$ cat config.mk
export PLATFORM = sky130hd
export DESIGN_NAME = sar_adc_conversion_control
export DESIGN_NICKNAME = d
export VERILOG_FILES = /design/src/sar_adc_pkg.sv /design/src/stream_if.sv /design/src/sar_adc_conversion_control.sv /design/src/sar_approx.sv /design/src/sync_fifo.sv
export SDC_FILE = /design/constraint.sdc
export NUM_CORES = 1
export LEC_CHECK = 0
export ABC_AREA = 0
export BUFFER_PORTS_ARGS = -buffer_cell sky130_fd_sc_hd__buf_2
export CAP_MARGIN = 20
export CORE_MARGIN = 2
export CORE_UTILIZATION = 50
export DETAILED_ROUTE_END_ITERATION = 6
export GPL_TIMING_DRIVEN = 0
export HOLD_SLACK_MARGIN = 0.12
export PLACE_DENSITY = 0.67
export SYNTH_ARGS = -nofsm -noshare
export SYNTH_HDL_FRONTEND = slang
export SYNTH_SLANG_ARGS = --single-unit
export TNS_END_PERCENT = 100
$ cat constraint.sdc
create_clock -name clk -period 3.7 [get_ports clk]
set_input_delay 0.37 -clock clk [delete_from_list [all_inputs] [get_ports clk]]
set_output_delay 0.37 -clock clk [all_outputs]
set_load 0.1 [all_outputs]
$ cat src/sar_adc_pkg.sv
// shared constants and types of the converter control
package sar_adc_pkg;
  localparam int RESULT_BITS     = 12;
  localparam int FIFO_DEPTH      = 32;
  localparam int SYNC_STAGES     = 3;
  localparam int CLK_PERIOD_NS   = 5;
  localparam int CONV_TIME_NS    = 880;
  localparam int SETTLE_TIME_NS  = 120;
  localparam int PART_WAKE_US    = 1;
  localparam int FULL_WAKE_US    = 500;
  localparam int NS_PER_US       = 1000;
  localparam int CONV_CYC        = CONV_TIME_NS / CLK_PERIOD_NS;
  localparam int SETTLE_CYC      =
    (SETTLE_TIME_NS + CLK_PERIOD_NS - 1) / CLK_PERIOD_NS;
  localparam int PART_WAKE_CYC   =
    (PART_WAKE_US * NS_PER_US + CLK_PERIOD_NS - 1) / CLK_PERIOD_NS;
  localparam int FULL_WAKE_CYC   =
    (FULL_WAKE_US * NS_PER_US + CLK_PERIOD_NS - 1) / CLK_PERIOD_NS;
  // one decision per step, one spare step for the hand-off
  localparam int STEP_CYC        = CONV_CYC / (RESULT_BITS + 1);
  localparam int PIN_RD          = 0;
  localparam int PIN_CS          = 1;
  localparam int PIN_SLEEP       = 2;
  localparam int PIN_START       = 3;
  localparam int PIN_COUNT       = 4;
  localparam logic [PIN_COUNT-1:0] PIN_RESET = 4'hb;

  typedef enum logic [1:0] {
    ST_ACQ   = 2'b00,
    ST_CONV  = 2'b01,
    ST_SLEEP = 2'b11,
    ST_WAKE  = 2'b10
  } conv_state_t;
endpackage : sar_adc_pkg

$ cat src/stream_if.sv
// valid/ready word carrier between the converter's modules
`timescale 1ns/10ps
interface stream_if #(parameter int WIDTH = 12);
  logic             valid;
  logic             ready;
  logic [WIDTH-1:0] data;
  modport src (output valid, output data, input ready);
  modport snk (input valid, input data, output ready);
endinterface : stream_if

$ cat src/sar_adc_conversion_control.sv
// conversion control of a 12-bit successive approximation converter
// Notes on behaviour
// - start strobe falling edge samples and converts
// - busy rises only after start goes low
// - result port is twelve lines wide
// - straight binary code, step is full scale/4096
// - drivers on only with select and read low
// - lines release when select or read rises
// - tied-low read shows data before busy falls
// - strobe level at conversion end picks mode
// - new start edge during busy restarts conversion
// - acquisition lasts at least 120 ns settling
// - sleep mode strobe pulse during busy restarts
// - low strobe at busy fall enters sleep
// - select high partial sleep, low full sleep
// - strobe rising edge wakes from sleep
// - partial wake holds off starts for 1 us
// - full sleep wake takes 500 us
// - sleeps stop oscillator and comparator, full sleep also turns the reference off
// - sleep type change while asleep is ignored
// - conversion lasts 880 ns start to busy fall
`timescale 1ns/10ps
module sar_adc_conversion_control #(
  parameter int BITS             = sar_adc_pkg::RESULT_BITS,
  parameter int DEPTH            = sar_adc_pkg::FIFO_DEPTH,
  parameter int CONV_CYCLES      = sar_adc_pkg::CONV_CYC,
  parameter int SETTLE_CYCLES    = sar_adc_pkg::SETTLE_CYC,
  parameter int PART_WAKE_CYCLES = sar_adc_pkg::PART_WAKE_CYC,
  parameter int FULL_WAKE_CYCLES = sar_adc_pkg::FULL_WAKE_CYC
) (
  // clock and reset
  input  wire logic       clk,
  input  wire logic       rst,
  // host control pins
  input  wire logic       conversionStartN,
  input  wire logic       sleepTypeSelect,
  input  wire logic       chipSelectN,
  input  wire logic       readN,
  // parallel result port
  output logic [BITS-1:0] dataOut,
  output logic            dataOe,
  output logic            busy,
  // analog front end
  input  wire logic       compareIn,
  output logic [BITS-1:0] dacCode,
  output logic            holdSample,
  // power control
  output logic            oscEnable,
  output logic            comparatorOn,
  output logic            refBufferLowPower,
  output logic            referenceOn
);
  localparam int CW   = $clog2(CONV_CYCLES);
  localparam int SETW = $clog2(SETTLE_CYCLES + 1);
  localparam int WKW  = $clog2(FULL_WAKE_CYCLES + 1);
  localparam int NP   = sar_adc_pkg::PIN_COUNT;
  localparam int LAST = sar_adc_pkg::SYNC_STAGES - 1;

  sar_adc_pkg::conv_state_t state_r;
  sar_adc_pkg::conv_state_t state_nxt;
  logic [NP-1:0]   filt_r;
  logic [NP-1:0]   filt_nxt;
  logic            startPrev_r;
  logic            pending_r;
  logic            pending_nxt;
  logic            outLoaded_r;
  logic            sleepPartial_r;
  logic [CW-1:0]   convCnt_r;
  logic [SETW-1:0] settleCnt_r;
  logic [WKW-1:0]  wakeCnt_r;
  logic [BITS-1:0] outReg_r;
  logic [WKW-1:0]  wakeLen_r;
  logic [BITS-1:0] lastPush_r;
  logic [NP-1:0]   pinsIn;

  stream_if #(.WIDTH(BITS)) resBus ();
  stream_if #(.WIDTH(BITS)) fifoOut ();

  assign pinsIn = {conversionStartN, sleepTypeSelect, chipSelectN, readN};

  // three-stage pin synchronisers, a change counts when stages 2 and 3 agree
  for (genvar i = 0; i < NP; i++) begin : g_sync
    logic [LAST:0] chain_r;
    always_ff @(posedge clk) begin
      // idle levels until the pins settle
      if (rst) begin
        chain_r <= {(LAST + 1){sar_adc_pkg::PIN_RESET[i]}};
      end else begin
        chain_r <= {chain_r[LAST-1:0], pinsIn[i]};
      end
    end
    assign filt_nxt[i] = (chain_r[LAST-1] == chain_r[LAST]) ?
                         chain_r[LAST] : filt_r[i];
  end

  always_ff @(posedge clk) begin
    if (rst) begin
      filt_r      <= sar_adc_pkg::PIN_RESET;
      startPrev_r <= sar_adc_pkg::PIN_RESET[sar_adc_pkg::PIN_START];
    end else begin
      filt_r      <= filt_nxt;
      startPrev_r <= filt_r[sar_adc_pkg::PIN_START];
    end
  end

  wire logic startLvl   = filt_r[sar_adc_pkg::PIN_START];
  wire logic sleepLvl   = filt_r[sar_adc_pkg::PIN_SLEEP];
  wire logic csLvl      = filt_r[sar_adc_pkg::PIN_CS];
  wire logic rdLvl      = filt_r[sar_adc_pkg::PIN_RD];
  wire logic startFall  = startPrev_r && !startLvl;
  wire logic startRise  = !startPrev_r && startLvl;
  wire logic inAcq      = state_r == sar_adc_pkg::ST_ACQ;
  wire logic inConv     = state_r == sar_adc_pkg::ST_CONV;
  wire logic inSleep    = state_r == sar_adc_pkg::ST_SLEEP;
  wire logic inWake     = state_r == sar_adc_pkg::ST_WAKE;
  wire logic readActive = !csLvl && !rdLvl;

  wire logic acqGo = inAcq && (startFall || pending_r) && settleCnt_r == '0;
  wire logic restart = inConv && startFall;
  wire logic engineStart = acqGo || restart;
  wire logic convEnd = inConv && !startFall && outLoaded_r &&
                       convCnt_r == CW'(CONV_CYCLES - 1);
  wire logic wakeDone = inWake && wakeCnt_r == '0;
  wire logic [WKW-1:0] wakeLoad = sleepPartial_r ?
                                  WKW'(PART_WAKE_CYCLES - 1) :
                                  WKW'(FULL_WAKE_CYCLES - 1);
  // results may refresh while a tied-low read spans busy
  wire logic drainReady = !readActive || inConv;
  wire logic load = fifoOut.valid && drainReady;

  always_comb begin
    state_nxt = state_r;
    case (state_r)
      sar_adc_pkg::ST_ACQ: begin
        if (acqGo) begin
          state_nxt = sar_adc_pkg::ST_CONV;
        end
      end
      // strobe level at the end picks the mode
      sar_adc_pkg::ST_CONV: begin
        if (convEnd) begin
          state_nxt = startLvl ? sar_adc_pkg::ST_ACQ :
                                 sar_adc_pkg::ST_SLEEP;
        end
      end
      sar_adc_pkg::ST_SLEEP: begin
        if (startRise) begin
          state_nxt = sar_adc_pkg::ST_WAKE;
        end
      end
      sar_adc_pkg::ST_WAKE: begin
        if (wakeDone) begin
          state_nxt = sar_adc_pkg::ST_ACQ;
        end
      end
      default: begin
        state_nxt = sar_adc_pkg::ST_ACQ;
      end
    endcase
  end

  // early start edges wait for the wake interval
  assign pending_nxt = acqGo ? 1'b0 :
                       (startFall && (inAcq || inWake)) ? 1'b1 : pending_r;

  always_ff @(posedge clk) begin
    if (rst) begin
      state_r   <= sar_adc_pkg::ST_ACQ;
      pending_r <= 1'b0;
    end else begin
      state_r   <= state_nxt;
      pending_r <= pending_nxt;
    end
  end

  // conversion timer restarts with every start
  always_ff @(posedge clk) begin
    if (rst || engineStart) begin
      convCnt_r <= '0;
    end else if (inConv && convCnt_r != CW'(CONV_CYCLES - 1)) begin
      convCnt_r <= convCnt_r + 1'b1;
    end
  end

  always_ff @(posedge clk) begin
    if (rst) begin
      settleCnt_r <= '0;
    end else if (convEnd) begin
      settleCnt_r <= SETW'(SETTLE_CYCLES);
    end else if (settleCnt_r != '0) begin
      settleCnt_r <= settleCnt_r - 1'b1;
    end
  end

  // wake counter starts with the restarted oscillator
  always_ff @(posedge clk) begin
    if (rst) begin
      wakeCnt_r <= '0;
    end else if (inSleep && startRise) begin
      wakeCnt_r <= wakeLoad;
    end else if (inWake && wakeCnt_r != '0) begin
      wakeCnt_r <= wakeCnt_r - 1'b1;
    end
  end

  // sleep type caught only on entry
  always_ff @(posedge clk) begin
    if (rst) begin
      sleepPartial_r <= 1'b0;
    end else if (convEnd && !startLvl) begin
      sleepPartial_r <= sleepLvl;
    end
  end

  // hold busy until the new result sits in the output register
  always_ff @(posedge clk) begin
    if (rst || engineStart) begin
      outLoaded_r <= 1'b0;
    end else if (load && inConv) begin
      outLoaded_r <= 1'b1;
    end
  end

  always_ff @(posedge clk) begin
    if (rst) begin
      outReg_r <= '0;
    end else if (load) begin
      outReg_r <= fifoOut.data;
    end
  end

  sar_approx #(
    .BITS (BITS),
    .STEP (sar_adc_pkg::STEP_CYC)
  ) u_approx (
    .clk       (clk),
    .rst       (rst),
    .start     (engineStart),
    .compareIn (compareIn),
    .dacCode   (dacCode),
    .res       (resBus)
  );

  sync_fifo #(
    .WIDTH (BITS),
    .DEPTH (DEPTH)
  ) u_fifo (
    .clk (clk),
    .rst (rst),
    .wr  (resBus),
    .rd  (fifoOut)
  );

  assign fifoOut.ready = drainReady;

  // busy only in the conversion state
  assign busy       = inConv;
  assign holdSample = inConv;
  // drive only while select and read are low
  assign dataOe     = readActive;
  assign dataOut    = outReg_r;
  assign oscEnable         = !inSleep;
  assign comparatorOn      = !inSleep;
  assign refBufferLowPower = inSleep && sleepPartial_r;
  assign referenceOn       = !(inSleep && !sleepPartial_r);

  // helper state for the checks below
  always_ff @(posedge clk) begin
    if (rst || !inWake) begin
      wakeLen_r <= '0;
    end else begin
      wakeLen_r <= wakeLen_r + 1'b1;
    end
  end

  always_ff @(posedge clk) begin
    if (rst) begin
      lastPush_r <= '0;
    end else if (resBus.valid && resBus.ready) begin
      lastPush_r <= resBus.data;
    end
  end
endmodule : sar_adc_conversion_control

$ cat src/sar_approx.sv
// successive approximation engine, one bit decision per step
`timescale 1ns/10ps
module sar_approx #(
  parameter int BITS = sar_adc_pkg::RESULT_BITS,
  parameter int STEP = sar_adc_pkg::STEP_CYC
) (
  // clock and reset
  input  wire logic  clk,
  input  wire logic  rst,
  // control and comparator
  input  wire logic  start,
  input  wire logic  compareIn,
  // trial code and finished result
  output logic [BITS-1:0] dacCode,
  stream_if.src      res
);
  localparam int SW = $clog2(STEP);
  localparam int IW = $clog2(BITS);
  logic            active_r;
  logic            valid_r;
  logic [IW-1:0]   bitIdx_r;
  logic [SW-1:0]   stepCnt_r;
  logic [BITS-1:0] code_r;
  logic [BITS-1:0] result_r;
  wire logic            stepEnd = active_r && stepCnt_r == SW'(STEP - 1);
  wire logic            lastBit = bitIdx_r == '0;
  wire logic [BITS-1:0] curBit  = BITS'(1) << bitIdx_r;
  // keep the trial bit while the input is at or above the trial level
  wire logic [BITS-1:0] decided = compareIn ? code_r : (code_r & ~curBit);

  always_ff @(posedge clk) begin
    if (rst) begin
      active_r  <= 1'b0;
      valid_r   <= 1'b0;
      bitIdx_r  <= '0;
      stepCnt_r <= '0;
      code_r    <= '0;
      result_r  <= '0;
    end else if (start) begin
      active_r  <= 1'b1;
      valid_r   <= 1'b0;
      bitIdx_r  <= IW'(BITS - 1);
      stepCnt_r <= '0;
      code_r    <= BITS'(1) << (BITS - 1);
    end else begin
      if (valid_r && res.ready) begin
        valid_r <= 1'b0;
      end
      if (active_r) begin
        stepCnt_r <= stepEnd ? '0 : stepCnt_r + 1'b1;
      end
      if (stepEnd && lastBit) begin
        active_r <= 1'b0;
        valid_r  <= 1'b1;
        result_r <= decided;
        code_r   <= decided;
      end else if (stepEnd) begin
        code_r   <= decided | (curBit >> 1);
        bitIdx_r <= bitIdx_r - 1'b1;
      end
    end
  end

  assign res.valid = valid_r;
  assign res.data  = result_r;
  assign dacCode   = code_r;
endmodule : sar_approx

$ cat src/sync_fifo.sv
// synchronous word fifo with honest full and empty
`timescale 1ns/10ps
module sync_fifo #(
  parameter int WIDTH = sar_adc_pkg::RESULT_BITS,
  parameter int DEPTH = sar_adc_pkg::FIFO_DEPTH
) (
  // clock and reset
  input wire logic clk,
  input wire logic rst,
  // fill and drain sides
  stream_if.snk    wr,
  stream_if.src    rd
);
  localparam int AW = $clog2(DEPTH);
  logic [WIDTH-1:0] mem [DEPTH];
  logic [AW:0]      wptr_r;
  logic [AW:0]      rptr_r;
  wire logic        empty = wptr_r == rptr_r;
  wire logic        full  = (wptr_r[AW] != rptr_r[AW]) &&
                            (wptr_r[AW-1:0] == rptr_r[AW-1:0]);
  wire logic        push  = wr.valid && !full;
  wire logic        pop   = !empty && rd.ready;

  assign wr.ready = !full;
  assign rd.valid = !empty;
  assign rd.data  = mem[rptr_r[AW-1:0]];

  always_ff @(posedge clk) begin
    if (push) begin
      mem[wptr_r[AW-1:0]] <= wr.data;
    end
  end

  always_ff @(posedge clk) begin
    if (rst) begin
      wptr_r <= '0;
      rptr_r <= '0;
    end else begin
      wptr_r <= wptr_r + {{AW{1'b0}}, push};
      rptr_r <= rptr_r + {{AW{1'b0}}, pop};
    end
  end
endmodule : sync_fifo
======== Word-level counts from Yosys, hierarchy flattened ========
Memory sizes are Yosys's and may differ from the RTL's. A register that Yosys moved wholly into a read port is not among the register bits.
Index checks and enable logic that the tools add are counted.
cells by class
  shifts and indexed selects .............. 1
  $add $sub $neg .......................... 7
  bitwise gates (word level) .............. 5
  reductions and logical operators ........ 59
  muxes and demuxes ....................... 25
  equality and inequality tests ........... 18
operator list
  cell                                                                   number
  17-bit two-way mux                                                     3
  12-bit two-way mux                                                     4
  1-bit logical AND                                                      23
  17-bit logical NOT                                                     1
  17-bit nonzero test                                                    1
  17-bit by 1-bit subtractor with 17-bit output (second input constant)  1
  4-bit two-way mux                                                      4
  6-bit by 1-bit adder with 6-bit output                                 2
  12-bit bitwise AND                                                     1
  12-bit inverter                                                        1
  12-bit by 11-bit OR with 12-bit output                                 1
  2-bit nonzero test                                                     6
  1-bit by 4-bit << shifter with 12-bit output (first input constant)    1
  1-bit logical NOT                                                      11
  2-bit two-way mux                                                      5
  5-bit two-way mux                                                      2
  8-bit by 1-bit adder with 8-bit output (second input constant)         1
  8-bit == test (second input constant)                                  1
  8-bit != test (second input constant)                                  1
  2-bit one-hot mux with 4 select lines                                  1
  6-bit == test                                                          1
  1-bit two-way mux                                                      6
  2-bit by 1-bit != test with 1-bit output (second input constant)       3
  2-bit AND reduction                                                    3
  19 further kinds                                                       31
storage, ports and cells
  logic and storage cells ................. 143
  bits in registers ....................... 98
  RAM bits ................................ 384
  memories kept ........................... 1
memories
  name        words  bits a word  rd ports  clocked after Yosys merged registers in  wr ports  RTL line         text
  u_fifo.mem  32     12           1         1                                        1         sync_fifo.sv:15  logic [WIDTH-1:0] mem [DEPTH];

======== Logic depth before layout (Yosys ltp) ========
  word-level depth ........................ 8
  depth in mapped cells ................... 10

======== Hierarchy ========
A second synthesis with hierarchy kept.
second synthesis, totals
  cells, all modules ...................... 1,433
  area, all modules ....................... 20,274.4 um2
by module, submodules not included
  module                      instances  cells an instance  sequential area each (um2)  area an instance (um2)
  sync_fifo                   1          924                11,771.3                    15,741.3
  sar_adc_conversion_control  1          320                1,281.2                     2,812.7
  sar_approx                  1          189                680.7                       1,720.4

======== Worst setup path after synthesis ========
Ideal clock, no wire load.
  kind .................................... reg-to-output
  from .................................... register state_r[1]
  to ...................................... output port refBufferLowPower
  data arrival time ....................... 2,574 ps
  stages on the path, launching flop included .. 4
  data required time ...................... 3,330 ps
  setup slack ............................. 756 ps
  cell sequence ........................... dfxtp_1 > buf_2 > nand2_1 > nor2_1
between the ends
  word-level cells in the longest chain between the ends .. 2
RTL lines
  what                    RTL line                           text
  start, declared         sar_adc_conversion_control.sv:59   sar_adc_pkg::conv_state_t state_r;
  start signal, assigned  sar_adc_conversion_control.sv:168  state_r <= sar_adc_pkg::ST_ACQ;
  start signal, assigned  sar_adc_conversion_control.sv:171  state_r <= state_nxt;
  2-bit == test           sar_adc_conversion_control.sv:114  wire logic inSleep = state_r == sar_adc_pkg::ST_SLEEP;
  1-bit logical AND       sar_adc_conversion_control.sv:264  assign refBufferLowPower = inSleep && sleepPartial_r;
  end, declared           sar_adc_conversion_control.sv:50   output logic refBufferLowPower,
No other way between the ends.

======== Worst setup path after layout ========
  from .................................... register u_fifo.rptr_r[2]
  to ...................................... memory u_fifo.mem[8][0] (enable)
between the ends
  word-level cells in the longest chain between the ends .. 6
RTL lines
  what                                     RTL line         text
  start, declared                          sync_fifo.sv:17  logic [AW:0] rptr_r;
  start signal, assigned                   sync_fifo.sv:40  rptr_r <= rptr_r + {{AW{1'b0}}, pop};
  5-bit == test                            sync_fifo.sv:20  (wptr_r[AW-1:0] == rptr_r[AW-1:0]);
  1-bit logical AND                        sync_fifo.sv:19  wire logic full = (wptr_r[AW] != rptr_r[AW]) &&
  1-bit logical NOT                        sync_fifo.sv:21  wire logic push = wr.valid && !full;
  1-bit logical AND                        sync_fifo.sv:21
  1-bit two-way mux                        sync_fifo.sv:29  if (push) begin
  1-bit two-way mux (not written as such)  sync_fifo.sv:30  mem[wptr_r[AW-1:0]] <= wr.data;
  end, declared                            sync_fifo.sv:15
No other way between the ends.

==> impl_metrics.json <==
{
  "status": "complete, no violations",
  "final_nets": 1403,
  "end_kind": "register",
  "worst_pin_slew_ns": 1.09,
  "synthDominantCellAreaShare_pct": 59.1,
  "worstSetupStartpointType": "register",
  "post_drt_wl_per_cell_um": 22.9,
  "finalPower_mw": 11.9,
  "antenna_found_initial": 0,
  "ir_drop_v": 0.000429,
  "synth_top_area_cell": "edfxtp_1",
  "synth_nets": 1270,
  "grt_overflow": 0,
  "cts_tree": "yes",
  "nFillCells": 3042,
  "rows": 72,
  "synth.yosys.seq_area_share_pct": 70.3,
  "via_per_inst": 5.78,
  "die_area_um2": 40600,
  "path_clk_slew_ns": 0.06,
  "p_switching_mw": 2.77,
  "setup.worst_path.class": "reg2reg",
  "die_height_um": 202,
  "clockBufferDepth": 3,
  "hold_path_class": "in2reg",
  "crit_path_max_fanout": 12,
  "netlist_instances": 1248,
  "syn_to_final_growth_pct": 15.0,
  "ys_warn_count": 0,
  "synth_edf_count": 384,
  "cts_made_buffers": 49,
  "fmax_mhz": 334,
  "cts_root_buffer": "clkbuf_16",
  "cp_cell_sequence": "buf_2 -> xnor2_1 -> nand3_1 -> o31a_1 -> or3b_1 -> clkbuf_1 -> nor2_1",
  "grt_start_max_net_pins": 34,
  "final_common_cell": "edfxtp_1",
  "power-per-cell-area_nw_per_um2": 529,
  "maxCapViolations": 0,
  "h-tree-depth": 2,
  "p_int_mw": 9.10,
  "slowest_delay_ns": 0.90,
  "cts_resized": 0,
  "critPathBufInv": 2,
  "port-buffer-count": 37,
  "num_antenna_cells": 0,
  "die-width_um": 202,
  "arrival_ns": 3.17,
  "swShare_pct": 23.3,
  "clock_sinks": 494,
  "first_pass_iters": 5,
  "start_util_pct": 50.6,
  "avgSynthCellArea_um2": 15.6,
  "finalHoldViolations": 0,
  "vias": 11200,
  "fin_skew_ns": 0.0240,
  "crit_family": "simple AND/OR/NAND/NOR gates",
  "hpwl_mm": 30.0,
  "ios": 38,
  "ys_ff_latch": 494,
  "async_flop_share_pct": 0,
  "slowest_stage": "nor2_1",
  "fin_crit_sh_pct": 80.8,
  "final_cell_mix": "384 x edfxtp_1, 110 x dfxtp_1, 87 x mux2i_1, 77 x nor2_1, 70 x nand2_1",
  "final_max_slew_viol_count": 0,
  "setup_viol": 0,
  "drtAntennaViolNets": 0,
  "p_leak_nw": 7.35,
  "drive_above_1_share_pct": 18.5,
  "core_area_um2": 38600,
  "relSlewSlack_pct": 26.9,
  "wirelength_mm": 44.5,
  "first_iter_violations": 1040,
  "drc": 0,
  "power_frac_clock_pct": 38.7,
  "synth.distinct_cells": 62,
  "gp_congestion": 0.808,
  "clkLatencyLatePin_ns": 0.57,
  "p_seq_share_pct": 50.5,
  "worstPathRequired_ns": 3.88,
  "rsz0062_at_grt": "false",
  "synth_ff_type": "edfxtp_1",
  "grt_pass1_vias": 11200,
  "fin_setup_tns_ns": 0,
  "yosys-top-cells-area": "edfxtp_1 59%, dfxtp_1 11%, mux4_2 6.9%, mux2i_1 4.5%, a21oi_1 1.7%",
  "period_minus_slack_ns": 2.99,
  "grt_pass1_wl_mm": 67.5,
  "grtUsageTotal_pct": 22.1,
  "combPwrFrac_pct": 10.8,
  "syn_area_um2": 19500
}
## state kept, by name (all words and copies together), names as in the netlist, 2 cells and up
signal / count
u_fifo.mem: 384
wakeCnt_r: 17
dataOut: 12
g_sync.chain_r: 12
u_approx.dacCode: 12
u_approx.res.data: 12
convCnt_r: 8
u_fifo.rptr_r: 6
u_fifo.wptr_r: 6
settleCnt_r: 5
filt_r: 4
u_approx.bitIdx_r: 4
u_approx.stepCnt_r: 4
state_r: 2
## synthesized netlist by cell type (all sizes together), types with 4 or more instances
master,n
nand2,70
dfxtp,110
o22ai,12
nor2,78
a32o,12
xnor2,16
nand3b,8
nor4,5
nor2b,18
and3,5
a221oi,13
nand3,38
mux2i,87
mux4,60
buf,39
nor3,12
a211oi,14
o21ai,41
edfxtp,384
o21bai,5
o221ai,13
clkbuf,30
a21oi,65
inv,14
or3,7
xor2,20
a31oi,4
nand2b,6
or3b,4
nand4,6
ha,15
or2,14
## path summary, 6_finish.rpt
check | startpoint | to | slack, ns | depth (start not counted)
worst min register to register | g_sync[0].chain_r[0] | g_sync[0].chain_r[1] | 0.41 | 1
worst min-delay path | compareIn | u_approx.res.data[0] | 0.27 | 3
worst max-delay path | u_fifo.rptr_r[2] | u_fifo.mem[8][0] | 0.71 | 7
worst max register to register | u_fifo.rptr_r[2] | u_fifo.mem[8][0] | 0.71 | 7
## worst register-to-register path: cells and delay by family (launching register included)
kind | cells | cell delay [ns]
AOI/OAI and AO/OA | 1 | 0.23
DFF | 1 | 0.30
buffers and inverters | 2 | 0.54
xor gates and xnor gates | 1 | 0.13
and+or+nand+nor | 3 | 1.40
## through the flow
step	instances	worst slack [ns]	hold WS (ns)	cell area [µm²]	utilization [%]
CTS	1927	0.673	0.245	22300	57.8
finish	1939	0.709	0.267	22500	58.2
floorplan	1248	0.756	0.389	19500	-
global route	1939	0.555	0.314	22500	58.2
detailed placement	1832	0.700	0.405	20800	53.9
global placement	1803	0.662	0.395	20400	52.8
## cell type report
| class | count | area (µm²) | share of cell area, % |
|---|---|---|---|
| sequential | 494 | 13700 | 61.2 |
| multi-input combinational | 671 | 5380 | 23.9 |
| clock buffer | 75 | 1350 | 6.03 |
| timing repair buffer | 82 | 815 | 3.63 |
| tap | 518 | 648 | 2.89 |
| buffer | 69 | 362 | 1.61 |
| clock inverter | 16 | 114 | 0.507 |
| inverter | 14 | 52.6 | 0.234 |
## metal layers
layer	GRT usage, %	vias to the layer above	share of wire (%)
met4	7.20	0	3.1
met5	0	-	0
met3	3.48	76	5.6
met1	30.1	5656	42
met2	36.6	367	49
li1	-	5117	-
## kinds of logic after synthesis
logic type | synth area share [%]
AOI/OAI and AO/OA | 6.15
xor gates and xnor gates | 1.61
adders and majority gates | 0.961
buffers and inverters | 2.12
DFF | 70.3
muxes | 11.4
and+or+nand+nor | 7.43
## power groups by stage
stage	Combinational [mW]	Clock [mW]	Sequential, mW
finish	1.28	4.59	5.99
global route	1.37	4.88	6.00
CTS	1.29	4.66	5.99
detailed placement	1.29	0	6.11
global placement	1.26	0	6.11
floorplan	0.877	0	6.25
## repair_timing
item,CTS,global route
endpoints found under the hold margin,4,0
hold buffers,4,0
setup buffers,0,0
Power figures use the tool's default switching activity.
